## src/cos_pkg.sv

```systemverilog
/*
  package for the cache-op sequencer: states and timing counts.
  assumes a single processor clock domain; system clock is a divided version.
*/
package cos_pkg;
  // ---------------------------------------------------------------
  // timing
  // ---------------------------------------------------------------
  localparam int unsigned COS_DIV_MIN      = 2;
  localparam int unsigned COS_DIV_MAX      = 8;
  localparam int unsigned COS_DRAIN_MAX    = 3;
  localparam int unsigned COS_DIV_W        = 4;
  localparam int unsigned COS_CNT_W        = 16;

  // ---------------------------------------------------------------
  // states
  // ---------------------------------------------------------------
  typedef enum logic [2:0] {
    COS_IDLE  = 3'b000,
    COS_WAIT  = 3'b001,
    COS_RUN   = 3'b010,
    COS_WB    = 3'b011,
    COS_FILL  = 3'b100
  } cos_state_t;
endpackage

```

## src/cos_cache_op_sequencer.sv

```systemverilog
/*
  cache-op sequencer: takes maintenance ops from the pipeline, waits for
  higher-priority traffic and drained buffers, runs the op and any write back.
  assumes the pipeline holds op_valid and its fields until op_done.
*/
// Overview of operation
// misses, write backs and external requests beat maintenance ops; counts in cpu cycles.
// pending write-back buffer data is written out before an op begins.
// an instruction miss in the issue cycle is serviced before the op.
// a maintenance op and a data miss never run at the same time.
// outstanding external requests complete before any maintenance op starts.
// data ops wait for empty store and response buffers, up to 3 cycles; the code waits with no limit until both are empty.
// response buffer keeps last miss line until written to the data array.
// store buffer keeps delayed store data until written to the data array.
// writeback-type ops place a dirty outgoing line into the write-back buffer.
// after such a fill, later ops stall until the buffer is written out.
// instruction fill time scales with cpu cycles per system cycle, 2 to 8.
// memory agent sets first-word latency in system cycles.
// block return spans first to last fill word inclusive, system cycles.
// pipeline stalls from op acceptance until op and its write back finish.
`timescale 1ns/1ps
`default_nettype none
module cos_cache_op_sequencer
  import cos_pkg::*;
#(
  parameter int unsigned RUN_CYCLES = 2  // cycles an op holds the cache array
)
(
  input  wire logic                 clock,           // processor clock, 40 MHz
  input  wire logic                 rstn,            // synchronous reset, active low
  input  wire logic                 op_valid,        // maintenance op issued
  input  wire logic                 op_is_data,      // op targets the data cache
  input  wire logic                 op_is_wb,        // op may write back a line
  input  wire logic                 op_is_fill,      // instruction fill op
  input  wire logic                 line_dirty,      // targeted line is dirty
  input  wire logic [COS_DIV_W-1:0] proc_per_sys_cycles, // cpu cycles per sys cycle
  input  wire logic                 imiss_pend,      // instruction miss pending
  input  wire logic                 dmiss_pend,      // data miss pending or active
  input  wire logic                 ext_req_pend,    // external request outstanding
  input  wire logic                 wbb_full,        // write-back buffer holds data
  input  wire logic                 stb_full,        // store buffer holds data
  input  wire logic                 rsp_full,        // response buffer holds data
  input  wire logic                 fill_done,       // last fill word arrived
  output logic                      op_stall,        // stall issuing pipeline
  output logic                      op_done,         // op finished, one cycle
  output logic                      op_active,       // op owns the cache array
  output logic                      wbb_load,        // push dirty line to wb buffer
  output logic                      block_dmiss,     // hold off new data misses
  output logic [COS_CNT_W-1:0]      fill_cycles      // last fill time, cpu cycles
);
  // ---------------------------------------------------------------
  // state
  // ---------------------------------------------------------------
  cos_state_t           state_q, state_d;
  logic [COS_CNT_W-1:0] cnt_q, cnt_d;
  logic [COS_CNT_W-1:0] fill_q, fill_d;
  logic [COS_DIV_W-1:0] div_q, div_d;
  logic [COS_DIV_W-1:0] sub_q, sub_d;
  logic                 done_q, done_d;
  logic                 wbl_q, wbl_d;
  logic                 clear;

  // ---------------------------------------------------------------
  // op kind, latched at acceptance
  // ---------------------------------------------------------------
  // a late change on the pipeline fields cannot turn a waiting or
  // running op into another kind halfway through
  logic                 kind_data_q, kind_data_d;
  logic                 kind_wb_q, kind_wb_d;
  logic                 kind_fill_q, kind_fill_d;
  logic                 accept;

  always_comb
  begin
    accept      = (state_q == COS_IDLE) && op_valid && !done_q;
    kind_data_d = kind_data_q;
    kind_wb_d   = kind_wb_q;
    kind_fill_d = kind_fill_q;
    if (accept)
    begin
      kind_data_d = op_is_data;
      kind_wb_d   = op_is_wb;
      kind_fill_d = op_is_fill;
    end
  end

  always_ff @(posedge clock)
  begin
    if (!rstn)
    begin
      kind_data_q <= 1'b0;
      kind_wb_q   <= 1'b0;
      kind_fill_q <= 1'b0;
    end
    else
    begin
      kind_data_q <= kind_data_d;
      kind_wb_q   <= kind_wb_d;
      kind_fill_q <= kind_fill_d;
    end
  end

  // nothing of higher priority may be pending; data ops also need drained buffers
  always_comb
  begin
    clear = !imiss_pend && !dmiss_pend && !ext_req_pend && !wbb_full;
    if (kind_data_q && (stb_full || rsp_full))
      clear = 1'b0;
  end

  // ---------------------------------------------------------------
  // sequencing
  // ---------------------------------------------------------------
  always_comb
  begin
    state_d = state_q;
    cnt_d   = cnt_q;
    fill_d  = fill_q;
    div_d   = div_q;
    sub_d   = sub_q;
    done_d  = 1'b0;
    wbl_d   = 1'b0;
    case (state_q)
      COS_IDLE:
        if (op_valid && !done_q)
        begin
          state_d = COS_WAIT;
          // clamp the ratio into the supported range
          if (proc_per_sys_cycles < COS_DIV_W'(COS_DIV_MIN))
            div_d = COS_DIV_W'(COS_DIV_MIN);
          else if (proc_per_sys_cycles > COS_DIV_W'(COS_DIV_MAX))
            div_d = COS_DIV_W'(COS_DIV_MAX);
          else
            div_d = proc_per_sys_cycles;
        end
      COS_WAIT:
        if (clear)
        begin
          cnt_d = COS_CNT_W'(RUN_CYCLES);
          if (kind_fill_q)
          begin
            state_d = COS_FILL;
            cnt_d   = '0;
            sub_d   = '0;
          end
          else
            state_d = COS_RUN;
        end
      COS_RUN:
        if (cnt_q <= COS_CNT_W'(1))
        begin
          if (kind_wb_q && line_dirty)
          begin
            state_d = COS_WB;
            wbl_d   = 1'b1;
          end
          else
          begin
            state_d = COS_IDLE;
            done_d  = 1'b1;
          end
        end
        else
          cnt_d = cnt_q - COS_CNT_W'(1);
      COS_WB:
      begin
        // the write back is part of the op: finish once it is in the buffer
        state_d = COS_IDLE;
        done_d  = 1'b1;
      end
      COS_FILL:
      begin
        // fill time is counted in system cycles times the ratio
        if (sub_q == div_q - COS_DIV_W'(1))
        begin
          sub_d = '0;
          cnt_d = cnt_q + COS_CNT_W'(div_q);
        end
        else
          sub_d = sub_q + COS_DIV_W'(1);
        if (fill_done)
        begin
          fill_d  = cnt_q + COS_CNT_W'(sub_q) + COS_CNT_W'(1);
          state_d = COS_IDLE;
          done_d  = 1'b1;
        end
      end
      default:
        state_d = COS_IDLE;
    endcase
  end

  always_ff @(posedge clock)
  begin
    if (!rstn)
    begin
      state_q <= COS_IDLE;
      cnt_q   <= '0;
      fill_q  <= '0;
      div_q   <= COS_DIV_W'(COS_DIV_MIN);
      sub_q   <= '0;
      done_q  <= 1'b0;
      wbl_q   <= 1'b0;
    end
    else
    begin
      state_q <= state_d;
      cnt_q   <= cnt_d;
      fill_q  <= fill_d;
      div_q   <= div_d;
      sub_q   <= sub_d;
      done_q  <= done_d;
      wbl_q   <= wbl_d;
    end
  end

  // ---------------------------------------------------------------
  // outputs
  // ---------------------------------------------------------------
  // stall covers acceptance through the done cycle
  assign op_stall    = (op_valid && state_q == COS_IDLE && !done_q)
                       || (state_q != COS_IDLE) || done_q;
  assign op_active   = (state_q == COS_RUN) || (state_q == COS_WB)
                       || (state_q == COS_FILL);
  assign block_dmiss = op_active;
  assign op_done     = done_q;
  assign wbb_load    = wbl_q;
  assign fill_cycles = fill_q;
endmodule
`default_nettype wire

```

## config.mk

```make
export PLATFORM = sky130hd
export DESIGN_NAME = cos_cache_op_sequencer
export DESIGN_NICKNAME = d
export VERILOG_FILES = /design/src/cos_pkg.sv /design/src/cos_cache_op_sequencer.sv
export SDC_FILE = /design/constraint.sdc
export NUM_CORES = 1
export LEC_CHECK = 0
export BUFFER_PORTS_ARGS = -buffer_cell sky130_fd_sc_hd__buf_2
export CAP_MARGIN = 15
export CORE_ASPECT_RATIO = 1.25
export CORE_MARGIN = 3
export CORE_UTILIZATION = 55
export CTS_BUF_LIST = sky130_fd_sc_hd__clkbuf_16
export DETAILED_ROUTE_END_ITERATION = 6
export PLACE_DENSITY = 0.82
export SLEW_MARGIN = 25
export SYNTH_ARGS = -nofsm -noshare
export SYNTH_HDL_FRONTEND = slang
export SYNTH_SLANG_ARGS = --single-unit
export TNS_END_PERCENT = 5
```

## constraint.sdc

```tcl
create_clock -name clock -period 2.77 [get_ports clock]
set_input_delay 0.554 -clock clock [delete_from_list [all_inputs] [get_ports clock]]
set_output_delay 0.554 -clock clock [all_outputs]
set_load 0.005 [all_outputs]
```

=== Yosys cells after proc, flatten, opt, wreduce, memory -nomap -nowiden ===
Cells that the tools add are included.

* Bits in registers: 48
* Word-level logic and storage cells: 83
* Input port bits: 18
* Output and inout port bits: 21

* Mux-type cells: 24
* Equal/unequal tests: 12
* Magnitude comparators: 3
* Add/subtract/negate cells: 6
* Reduce and logical (&&, ||, !) cells: 28

{| class="wikitable"
|+ Operators with widths
! operator !! number
|-
| two-way mux 16 bit || 3
|-
| case mux 16 bit (3 select lines) || 1
|-
| adder 16 x 4 -> 16 bit || 2
|-
| two-way mux 4 bit || 5
|-
| adder 16 x 1 -> 16 bit (second input constant) || 1
|-
| <= comparator 16 x 1 -> 1 bit (second input constant) || 1
|-
| subtractor 16 x 1 -> 16 bit (second input constant) || 1
|-
| two-way mux 3 bit || 5
|-
| != test 2 bit (second input constant) || 6
|-
| case mux 3 bit (4 select lines) || 1
|-
| logical AND 1 bit || 8
|-
| case mux 4 bit (2 select lines) || 1
|-
| AND reduction 4 bit || 2
|-
| == test 3 x 2 -> 1 bit (second input constant) || 2
|-
| AND reduction 3 bit || 2
|-
| nonzero test 3 bit || 2
|-
| zero test 1 bit || 5
|-
| logical OR 1 bit || 5
|-
| two-way mux 1 bit || 5
|-
| adder 4 x 1 -> 4 bit (second input constant) || 1
|-
| == test 4 bit || 1
|-
| > comparator 4 bit (second input constant) || 1
|-
| less-than comparator 4 x 2 -> 1 bit (second input constant) || 1
|-
| two-way mux 2 bit || 2
|-
| 8 further kinds || 9
|}

=== Logic depth before layout (Yosys ltp) ===
Gate-level depths: netlist of the first run.

* Depth after elaboration: 7
* Gate-level depth with buffers: 10
* Depth with buffers taken out: 10

=== Worst setup path before layout of the first run ===
OpenSTA, ideal clock, no wires.

* Path type: flip-flop to flip-flop
* Start point: reg div_q[0]
* End point: reg cnt_q[13]
* Setup slack: 0.522 ns
* Arrival time: 2.127 ns
* Stages on the path, launching flop included: 11
* Clock period less this slack: 2.248 ns
* Required time: 2.649 ns
* Library setup time: 0.121 ns
* Path buffers: 2
* Path through: dfxtp_1 > inv_1 > ha_1 > xnor2_1 > nor3_2 > a21oi_1 > or3_1 > buf_4 > buf_6 > a211oi_1 > nor3_2

* Word-level cells in the longest chain between the ends: 4
* Elaborated cells on any way between the ends: 7
* Classes of those cells: add/sub: 2; eq/ne: 2; mux: 2; reduce/logical: 1

{| class="wikitable"
|+ RTL lines
! what !! RTL line !! RTL
|-
| start: declaration || cos_cache_op_sequencer.sv:57 || <nowiki>logic [COS_DIV_W-1:0] div_q, div_d;</nowiki>
|-
| start signal: assignment || cos_cache_op_sequencer.sv:200 || <nowiki>div_q <= COS_DIV_W'(COS_DIV_MIN);</nowiki>
|-
| start signal: assignment || cos_cache_op_sequencer.sv:210 || <nowiki>div_q <= div_d;</nowiki>
|-
| parallel branches: the longest is 4 deep, another holds adder 16 x 4 -> 16 bit || n/a ||
|-
| end signal: assignment || cos_cache_op_sequencer.sv:208 || <nowiki>cnt_q <= cnt_d;</nowiki>
|-
| end: declaration || cos_cache_op_sequencer.sv:55 || <nowiki>logic [COS_CNT_W-1:0] cnt_q, cnt_d;</nowiki>
|}

Parallel ways; which one is timed is not known. The select of a mux whose other input is x is not followed.
A chain may end at the register's enable or synchronous reset.

=== Worst setup path in the final report of the first run ===
* Start point: reg cnt_q[2]
* End point: reg cnt_q[15]

* Word-level cells in the longest chain between the ends: 3
* Elaborated cells on any way between the ends: 8
* Classes of those cells: add/sub: 2; order compare: 1; eq/ne: 1; mux: 3; reduce/logical: 1

{| class="wikitable"
|+ RTL lines
! what !! RTL line !! RTL
|-
| adder 16 x 4 -> 16 bit, or another cell as far along || cos_cache_op_sequencer.sv:177 || <nowiki>cnt_d = cnt_q + COS_CNT_W'(div_q);</nowiki>
|-
| two-way mux 16 bit, or another cell as far along || cos_cache_op_sequencer.sv:174 || <nowiki>if (sub_q == div_q - COS_DIV_W'(1))</nowiki>
|-
| case mux 16 bit (3 select lines) / AND reduction 4 bit (equally long branches) || n/a ||
|}

Parallel ways exist; a longest one is shown, timed or not. The select of a mux whose other input is x is not followed.

==> metrics.md, run 1 <==
| Metric | Value |
|---|---|
| Post-Route Utilization | 65.4% |
| Top Ports | 39 |
| TritonCTS clock tree | yes |
| Number of synthesis warnings | 0 |
| Clock input transition at the sequential cells of the worst setup and hold paths | 60 ps |
| CTS root buffer | sky130_fd_sc_hd__clkbuf_16 |
| Combined global-route utilization of all metal layers | 24.5% |
| Total power | 1.60 mW |
| Number of buffers created by CTS | 5 |
| Leakage power total | 1.47 nW |
| R2R Path Start | cnt_q[2] |
| Total number of vias | 3,103 |
| Port buffer count | 38 |
| Setup repair after global routing missed its margin | no |
| Launch point of the worst hold path | fill_cycles[4] |
| Slew margin rel. | 42.6% |
| Half-perimeter wire length after detailed placement | between 5000 and 6000 microns |
| Most numerous cell in the Yosys netlist | sky130_fd_sc_hd__nand2_1 |
| Slew at the pin with the worst max-slew slack | roughly 860 ps |
| Setup fix buffers added after clock tree synthesis | 0 |
| Category of the worst setup path launch point | flip-flop |
| Worst Hold Depth | 2 |
| Cells along the critical path | ha_1 > nand2_1 > o21ai_0 > nand3_1 > or4_1 > o21ai_0 > a31o_2 |
| Area growth syn-to-layout | 13.5% |
| Dpl cells | 496 |
| Detailed-route vias per instance | ~6.2 |
| DRC errors left | 0 |
| Post-placement worst setup slack | 18.0 ps |
| Number of inserted diodes | 0 |
| End point of the most critical hold path | fill_cycles[4] |
| VDD IR-drop max | between 0.3 and 0.4 mV |
| CTS H-tree depth | 2 |
| Die Y | slightly above 90 microns |
| Number of optimization iterations in the first detailed-route pass | 5 |
| Hold violation total from the final report | 0 |
| Power density relative to cell area | 447 mW/mm^2 |
| Fin. max-slew vios | 0 |
| Hold crit path type | flip-flop to flip-flop |
| Yosys cell types | 66 |
| Final setup skew | 3.30 ps |
| Fraction of the yosys area taken by sequential cells | between 30% and 40% |
| DIE AREA | between 0.006 and 0.007 sq mm |
| Die span in x | 73.8 microns |
| Number of DRC markers in iteration 0 | 306 |
| Cell Count, Final, Fillers Out | 504 |
| # hold bufs at CTS | 0 |
| Reg-to-reg slack, setup | around 220 ps |
| Fillers | 472 |
| Number of global-route vias before repair | about 2,800 |
| Minimum clock period | 2550 ps |
| #FFs+latches synth | 48 |
| Crit path kind | flip-flop to flip-flop |
| Later-pin clock latency in the skew report | 280 ps |
| Endpoint kind of the worst setup timing path | flip-flop |
| Wire length of the first global-routing pass | 13,300 microns |
| Sink Count | 48 |
| Maximum count of clock buffers along a single path | 2 |
| Post-DP Area | 0.00343 sq mm |
| Largest driver fanout on the critical path | 10 |
| Achievable frequency | 392 MHz |
| Synthesized area divided by synthesized cell count | 7.83 sq um |
| Synth top area cells | sky130_fd_sc_hd__dfxtp_1, sky130_fd_sc_hd__a21oi_1, sky130_fd_sc_hd__nand2_1, sky130_fd_sc_hd__ha_1, sky130_fd_sc_hd__nor2_1 |
| Worst EP required | approximately 3000 ps |
| Total wire length | around 8000 microns |
| Final Cycle Share | 92.2% |
| Number of antenna violations at the first check in global routing | 0 |
| Worst hold margin | 456 ps |
| Total gr overflow | 0 |
| Routed len/inst | approximately 16 microns |
| Weighted congestion at the end of routability-driven global placement | 0.973 |
| Top-area cell type share of the netlist area | 30.4% |
| Dominant cell type by area after synthesis | sky130_fd_sc_hd__dfxtp_1 |
| Number of setup violations in the final report | 0 |
| Final non-filler cell area | 0.00358 sq mm |
| Count of flip-flops with a built-in enable after synthesis | 0 |
| Final-stage net count | 471 |
| Setup tns final | 0 ps |
| Initial cell density of the core | 57.6% |
| Commonest cells post-synth | sky130_fd_sc_hd__nand2_1, sky130_fd_sc_hd__dfxtp_1, sky130_fd_sc_hd__a21oi_1, sky130_fd_sc_hd__nor2_1, sky130_fd_sc_hd__o21ai_0 |
| Critical path's slowest cell | sky130_fd_sc_hd__or4_1 |
| Cell mode on critical path | sky130_fd_sc_hd__o21ai_0 |
| Endpoint arrival time on the critical path | about 2800 ps |
| Gate Count Post-Synth | 403 |
| Worst-case reg-to-reg path depth | 7 |
| Final ANT Viol Nets | 0 |
| Placeable core region | 0.00548 sq mm |
| Async set-or-reset flop fraction in the synthesized netlist | 0% |
| Syn Std Cell Area | 0.00316 sq mm |
| Capturing point of the worst reg2reg path | cnt_q[15] |
| Run status | completed |
| Total nets after synthesis | 435 |
| Reported max-cap violation count | 0 |
| Fraction of layout cells with a size suffix above 1 | 18.0% |
| Largest stage delay on the critical path | 520 ps |
| Most used DFF post-synth | sky130_fd_sc_hd__dfxtp_1 |
| Largest net degree at the start of global routing | 31 |
| Rows | 30 |
| Worst-case setup margin in the final layout | about 220 ps |
final cells by class:
cell class / count / area, sq um / area share (%)
timing repair buffer: 56 / 325 / 9.08
sequential: 48 / 961 / 26.8
multi-input combinational: 317 / 2040 / 56.9
tap: 64 / 80.1 / 2.24
inverter: 11 / 41.3 / 1.15
clock inverter: 3 / 11.3 / 0.314
clock buffer: 5 / 125 / 3.49
logic make-up after synthesis:
logic type / share of synthesized area [%]
compound gates: 25.1
xor+xnor: 7.69
fa+ha+maj: 6.02
buf+inv: 5.35
flops: 30.4
mux: 0.317
simple gates: 25.0
report_power, final:
group          switching [mW]  internal [mW]  total [mW]
sequential             0.0275          0.710       0.738
clock                   0.247          0.325       0.572
combinational           0.168          0.123       0.292
total                   0.443           1.16        1.60
state kept, by name (all words and copies together), names as in the netlist:
| name | flops |
|---|---|
| div_q | 4 |
| op_done | 1 |
| kind_wb_q | 1 |
| kind_fill_q | 1 |
| kind_data_q | 1 |
| wbb_load | 1 |
| fill_cycles | 16 |
| cnt_q | 16 |
| state_q | 3 |
| sub_q | 4 |
metal layers:
layer	GRT usage (%)	vias to the layer above	wire (microns)
met1	31.1	1424	3200
met2	42.1	128	4020
li1	-	1534	-
met5	0	-	0
met3	2.45	17	550
met4	8.61	0	212
critical path, delay by kind of cell (launching register included):
family | cells | cell delay [ps]
compound gates | 3 | 810
fa+ha+maj | 1 | 410
flops | 1 | 410
simple gates | 3 | 870
cells in the final DEF (no fill, tap or decap), types with 8 or more instances in the layout:
master and instances:
sky130_fd_sc_hd__a21oi_1 42, sky130_fd_sc_hd__ha_1 12, sky130_fd_sc_hd__nand2_1 49, sky130_fd_sc_hd__xor2_1 12
sky130_fd_sc_hd__dfxtp_1 48, sky130_fd_sc_hd__nand3_1 13, sky130_fd_sc_hd__inv_1 12, sky130_fd_sc_hd__nor2_1 34
sky130_fd_sc_hd__buf_4 18, sky130_fd_sc_hd__nor3_1 8, sky130_fd_sc_hd__buf_2 38, sky130_fd_sc_hd__o21ai_0 24
sky130_fd_sc_hd__xnor2_1 13, sky130_fd_sc_hd__a211oi_1 10
how the worst max path moves through the flow:
stage,endpoint,from,slack (ps)
after CTS,cnt_q[1],div_q[0],130
after floorplan,cnt_q[13],div_q[0],520
final,cnt_q[15],cnt_q[2],220
after global routing,cnt_q[15],div_q[0],100
after global placement,cnt_q[8],div_q[0],160
after detailed placement,cnt_q[8],div_q[0],20
timing repair:
| item | in CTS | in global routing |
|---|---|---|
| gates cloned | 0 | 0 |
| pin swaps | 0 | 0 |
| gates resized for setup | 1 | 1 |
| setup endpoints to repair | 2 | 6 |
Power figures use the tool's default switching activity.
==> run 2: changes to the inputs <==
==> constraint.sdc (replaced) <==
create_clock -name clock -period 3.1 [get_ports clock]
set_input_delay 0.155 -clock clock [delete_from_list [all_inputs] [get_ports clock]]
set_output_delay 0.155 -clock clock [all_outputs]
set_load 0.005 [all_outputs]
==> metrics.md, run 2 (synthesis gave the netlist of run 1 again) <==
| Metric | Value |
|---|---|
| Run status | completed |
| Endpoint arrival time on the critical path | 2810 ps (+30 ps) |
| Total gr overflow | 0 (unchanged) |
| Worst-case reg-to-reg path depth | 8 (+1) |
| Placeable core region | 0.00548 sq mm (unchanged) |
| CTS H-tree depth | 2 (unchanged) |
| Worst EP required | 3270 ps (+270 ps) |
| Number of setup violations in the final report | 0 (unchanged) |
| Worst hold margin | 106 ps (-351 ps) |
| Die span in x | 73.8 microns (unchanged) |
| Fin. max-slew vios | 0 (unchanged) |
| Fraction of layout cells with a size suffix above 1 | 16.7% (-1.2 points) |
| Slew at the pin with the worst max-slew slack | 939 ps (+77.0 ps) |
| Number of inserted diodes | 0 (unchanged) |
| Leakage power total | 1.44 nW (-2.4%) |
| Total wire length | 7960 microns (-0.28%) |
| Port buffer count | 38 (unchanged) |
| Initial cell density of the core | 57.6% (unchanged) |
| Total number of vias | 3,046 (-1.8%) |
| Worst Hold Depth | 3 (+1) |
| DRC errors left | 0 (unchanged) |
| Final Cycle Share | 85.4% (-6.8 points) |
| Detailed-route vias per instance | 6.15 (about the same) |
| Sink Count | 48 (unchanged) |
| Worst-case setup margin in the final layout | 453 ps (+236 ps) |
| Setup tns final | 0 ps (unchanged) |
| Die Y | 90.7 microns (unchanged) |
| Category of the worst setup path launch point | flip-flop |
| Endpoint kind of the worst setup timing path | flip-flop |
| Cell mode on critical path | sky130_fd_sc_hd__nor3_2 |
| Wire length of the first global-routing pass | 13,400 microns (+1.0%) |
| # hold bufs at CTS | 0 (unchanged) |
| Weighted congestion at the end of routability-driven global placement | 0.955 (-1.8%) |
| Clock input transition at the sequential cells of the worst setup and hold paths | 70 ps (about the same) |
| Largest driver fanout on the critical path | 15 (+5) |
| Half-perimeter wire length after detailed placement | 5620 microns (-2.6%) |
| Post-DP Area | 0.00337 sq mm (-2.0%) |
| Most frequent standard cell in the layout excluding fill and tap cells | sky130_fd_sc_hd__nand2_1 |
| Setup fix buffers added after clock tree synthesis | 0 (unchanged) |
| Combined global-route utilization of all metal layers | 24.9% (+0.31 points) |
| Hold violation total from the final report | 0 (unchanged) |
| Number of antenna violations at the first check in global routing | 0 (unchanged) |
| Fillers | 488 (+3.4%) |
| TritonCTS clock tree | yes |
| Routed len/inst | 16.1 microns (+1.5%) |
| Final ANT Viol Nets | 0 (unchanged) |
| Power density relative to cell area | 436 mW/mm^2 (-2.6%) |
| DIE AREA | 0.00669 sq mm (unchanged) |
| Number of buffers created by CTS | 5 (unchanged) |
| Number of optimization iterations in the first detailed-route pass | 4 (-1) |
| Final setup skew | 5.47 ps (+2.18 ps) |
| Area growth syn-to-layout | 12.1% |
| Final-stage net count | 462 (-1.9%) |
| Setup repair after global routing missed its margin | no |
| CTS root buffer | sky130_fd_sc_hd__clkbuf_16 |
| Number of global-route vias before repair | 2,897 (+1.7%) |
| Largest stage delay on the critical path | 680 ps (+160 ps) |
| VDD IR-drop max | 0.264 mV (-22%) |
| Maximum count of clock buffers along a single path | 2 (unchanged) |
| Number of DRC markers in iteration 0 | 329 (+7.5%) |
| Number of gates given a new drive strength after cts | 0 (-1) |
| Largest net degree at the start of global routing | 32 (+3.2%) |
| Cells along the critical path | inv_1 > ha_1 > xnor2_1 > nor3_2 > a21oi_1 > or3_1 > a211oi_1 > nor3_2 |
| Hold crit path type | primary input to flip-flop |
| Crit path kind | flip-flop to flip-flop |
| Rows | 30 (unchanged) |
| Achievable frequency | 378 MHz (-3.5%) |
| Top Ports | 39 (unchanged) |
| Minimum clock period | 2650 ps (+93.6 ps) |
| Slew margin rel. | 37.4% (-5.1 points) |
| Most frequent cells in the layout | sky130_fd_sc_hd__nand2_1, sky130_fd_sc_hd__dfxtp_1, sky130_fd_sc_hd__a21oi_1 |
| Post-placement worst setup slack | 554 ps (+536 ps) |
| Final non-filler cell area | 0.00354 sq mm (-1.2%) |
| Later-pin clock latency in the skew report | 290 ps (about the same) |
| Critical path's slowest cell | sky130_fd_sc_hd__or3_1 |
| Reported max-cap violation count | 0 (unchanged) |
==> run 2: changes by cell type in the layout (fill, tap and decap cells not counted) <==
cell                        previous run  this run
sky130_fd_sc_hd__inv_1                12        10
sky130_fd_sc_hd__nor3_2                2         3
sky130_fd_sc_hd__or3_4                 1         0
sky130_fd_sc_hd__buf_4                18         9
sky130_fd_sc_hd__nor3_4                1         0
sky130_fd_sc_hd__clkinv_4              0         2
sky130_fd_sc_hd__clkinv_1              2         1
sky130_fd_sc_hd__or3_1                 5         6
sky130_fd_sc_hd__bufinv_16             0         1
==> run 2: area by class of cell <==
type | instances | area, sq um | share of cell area (%)
clock inverter | 3 | 47.5 | 1.34
multi-input combinational | 317 | 2030 | 57.3
timing repair buffer | 47 | 258 | 7.28
inverter | 11 | 41.3 | 1.17
tap | 64 | 80.1 | 2.26
clock buffer | 5 | 125 | 3.53
sequential | 48 | 961 | 27.1
==> run 2: routing by layer <==
layer / track usage, % / vias up / share of wire [%]
li1: - / 1515 / -
met1: 30.4 / 1385 / 41
met2: 40.6 / 123 / 49
met3: 4.12 / 23 / 6.0
met4: 13.0 / 0 / 3.6
met5: 0 / - / 0
==> run 2: final timing paths <==
path / startpoint / slack (ps) / to
min reg2reg: fill_cycles[3] / 450 / fill_cycles[3]
max: div_q[0] / 450 / cnt_q[13]
min: op_is_wb / 110 / kind_wb_q
max reg2reg: div_q[0] / 450 / cnt_q[13]
==> run 2: per-stage QoR <==
stage          total power, mW  cells  util [%]
2_1_floorplan            0.855    403         -
3_3_place_gp             0.918    487      61.4
3_5_place_dp             0.923    487      61.4
4_1_cts                   1.55    495      64.6
5_1_grt                   1.61    495      64.6
6_report                  1.54    495      64.6
==> run 2: critical path: cells and delay by family (launching register included) <==
kind,cells,cell delay [ps]
adders and majority gates,1,300
AOI/OAI and AO/OA,2,610
buffers and inverters,1,70
and+or+nand+nor,3,970
DFF,1,430
xor gates and xnor gates,1,130
==> run 2: report_power, final <==
group	internal, mW	switching [mW]
clock network	0.383	0.245
logic	0.106	0.146
registers	0.634	0.0277
total	1.12	0.418
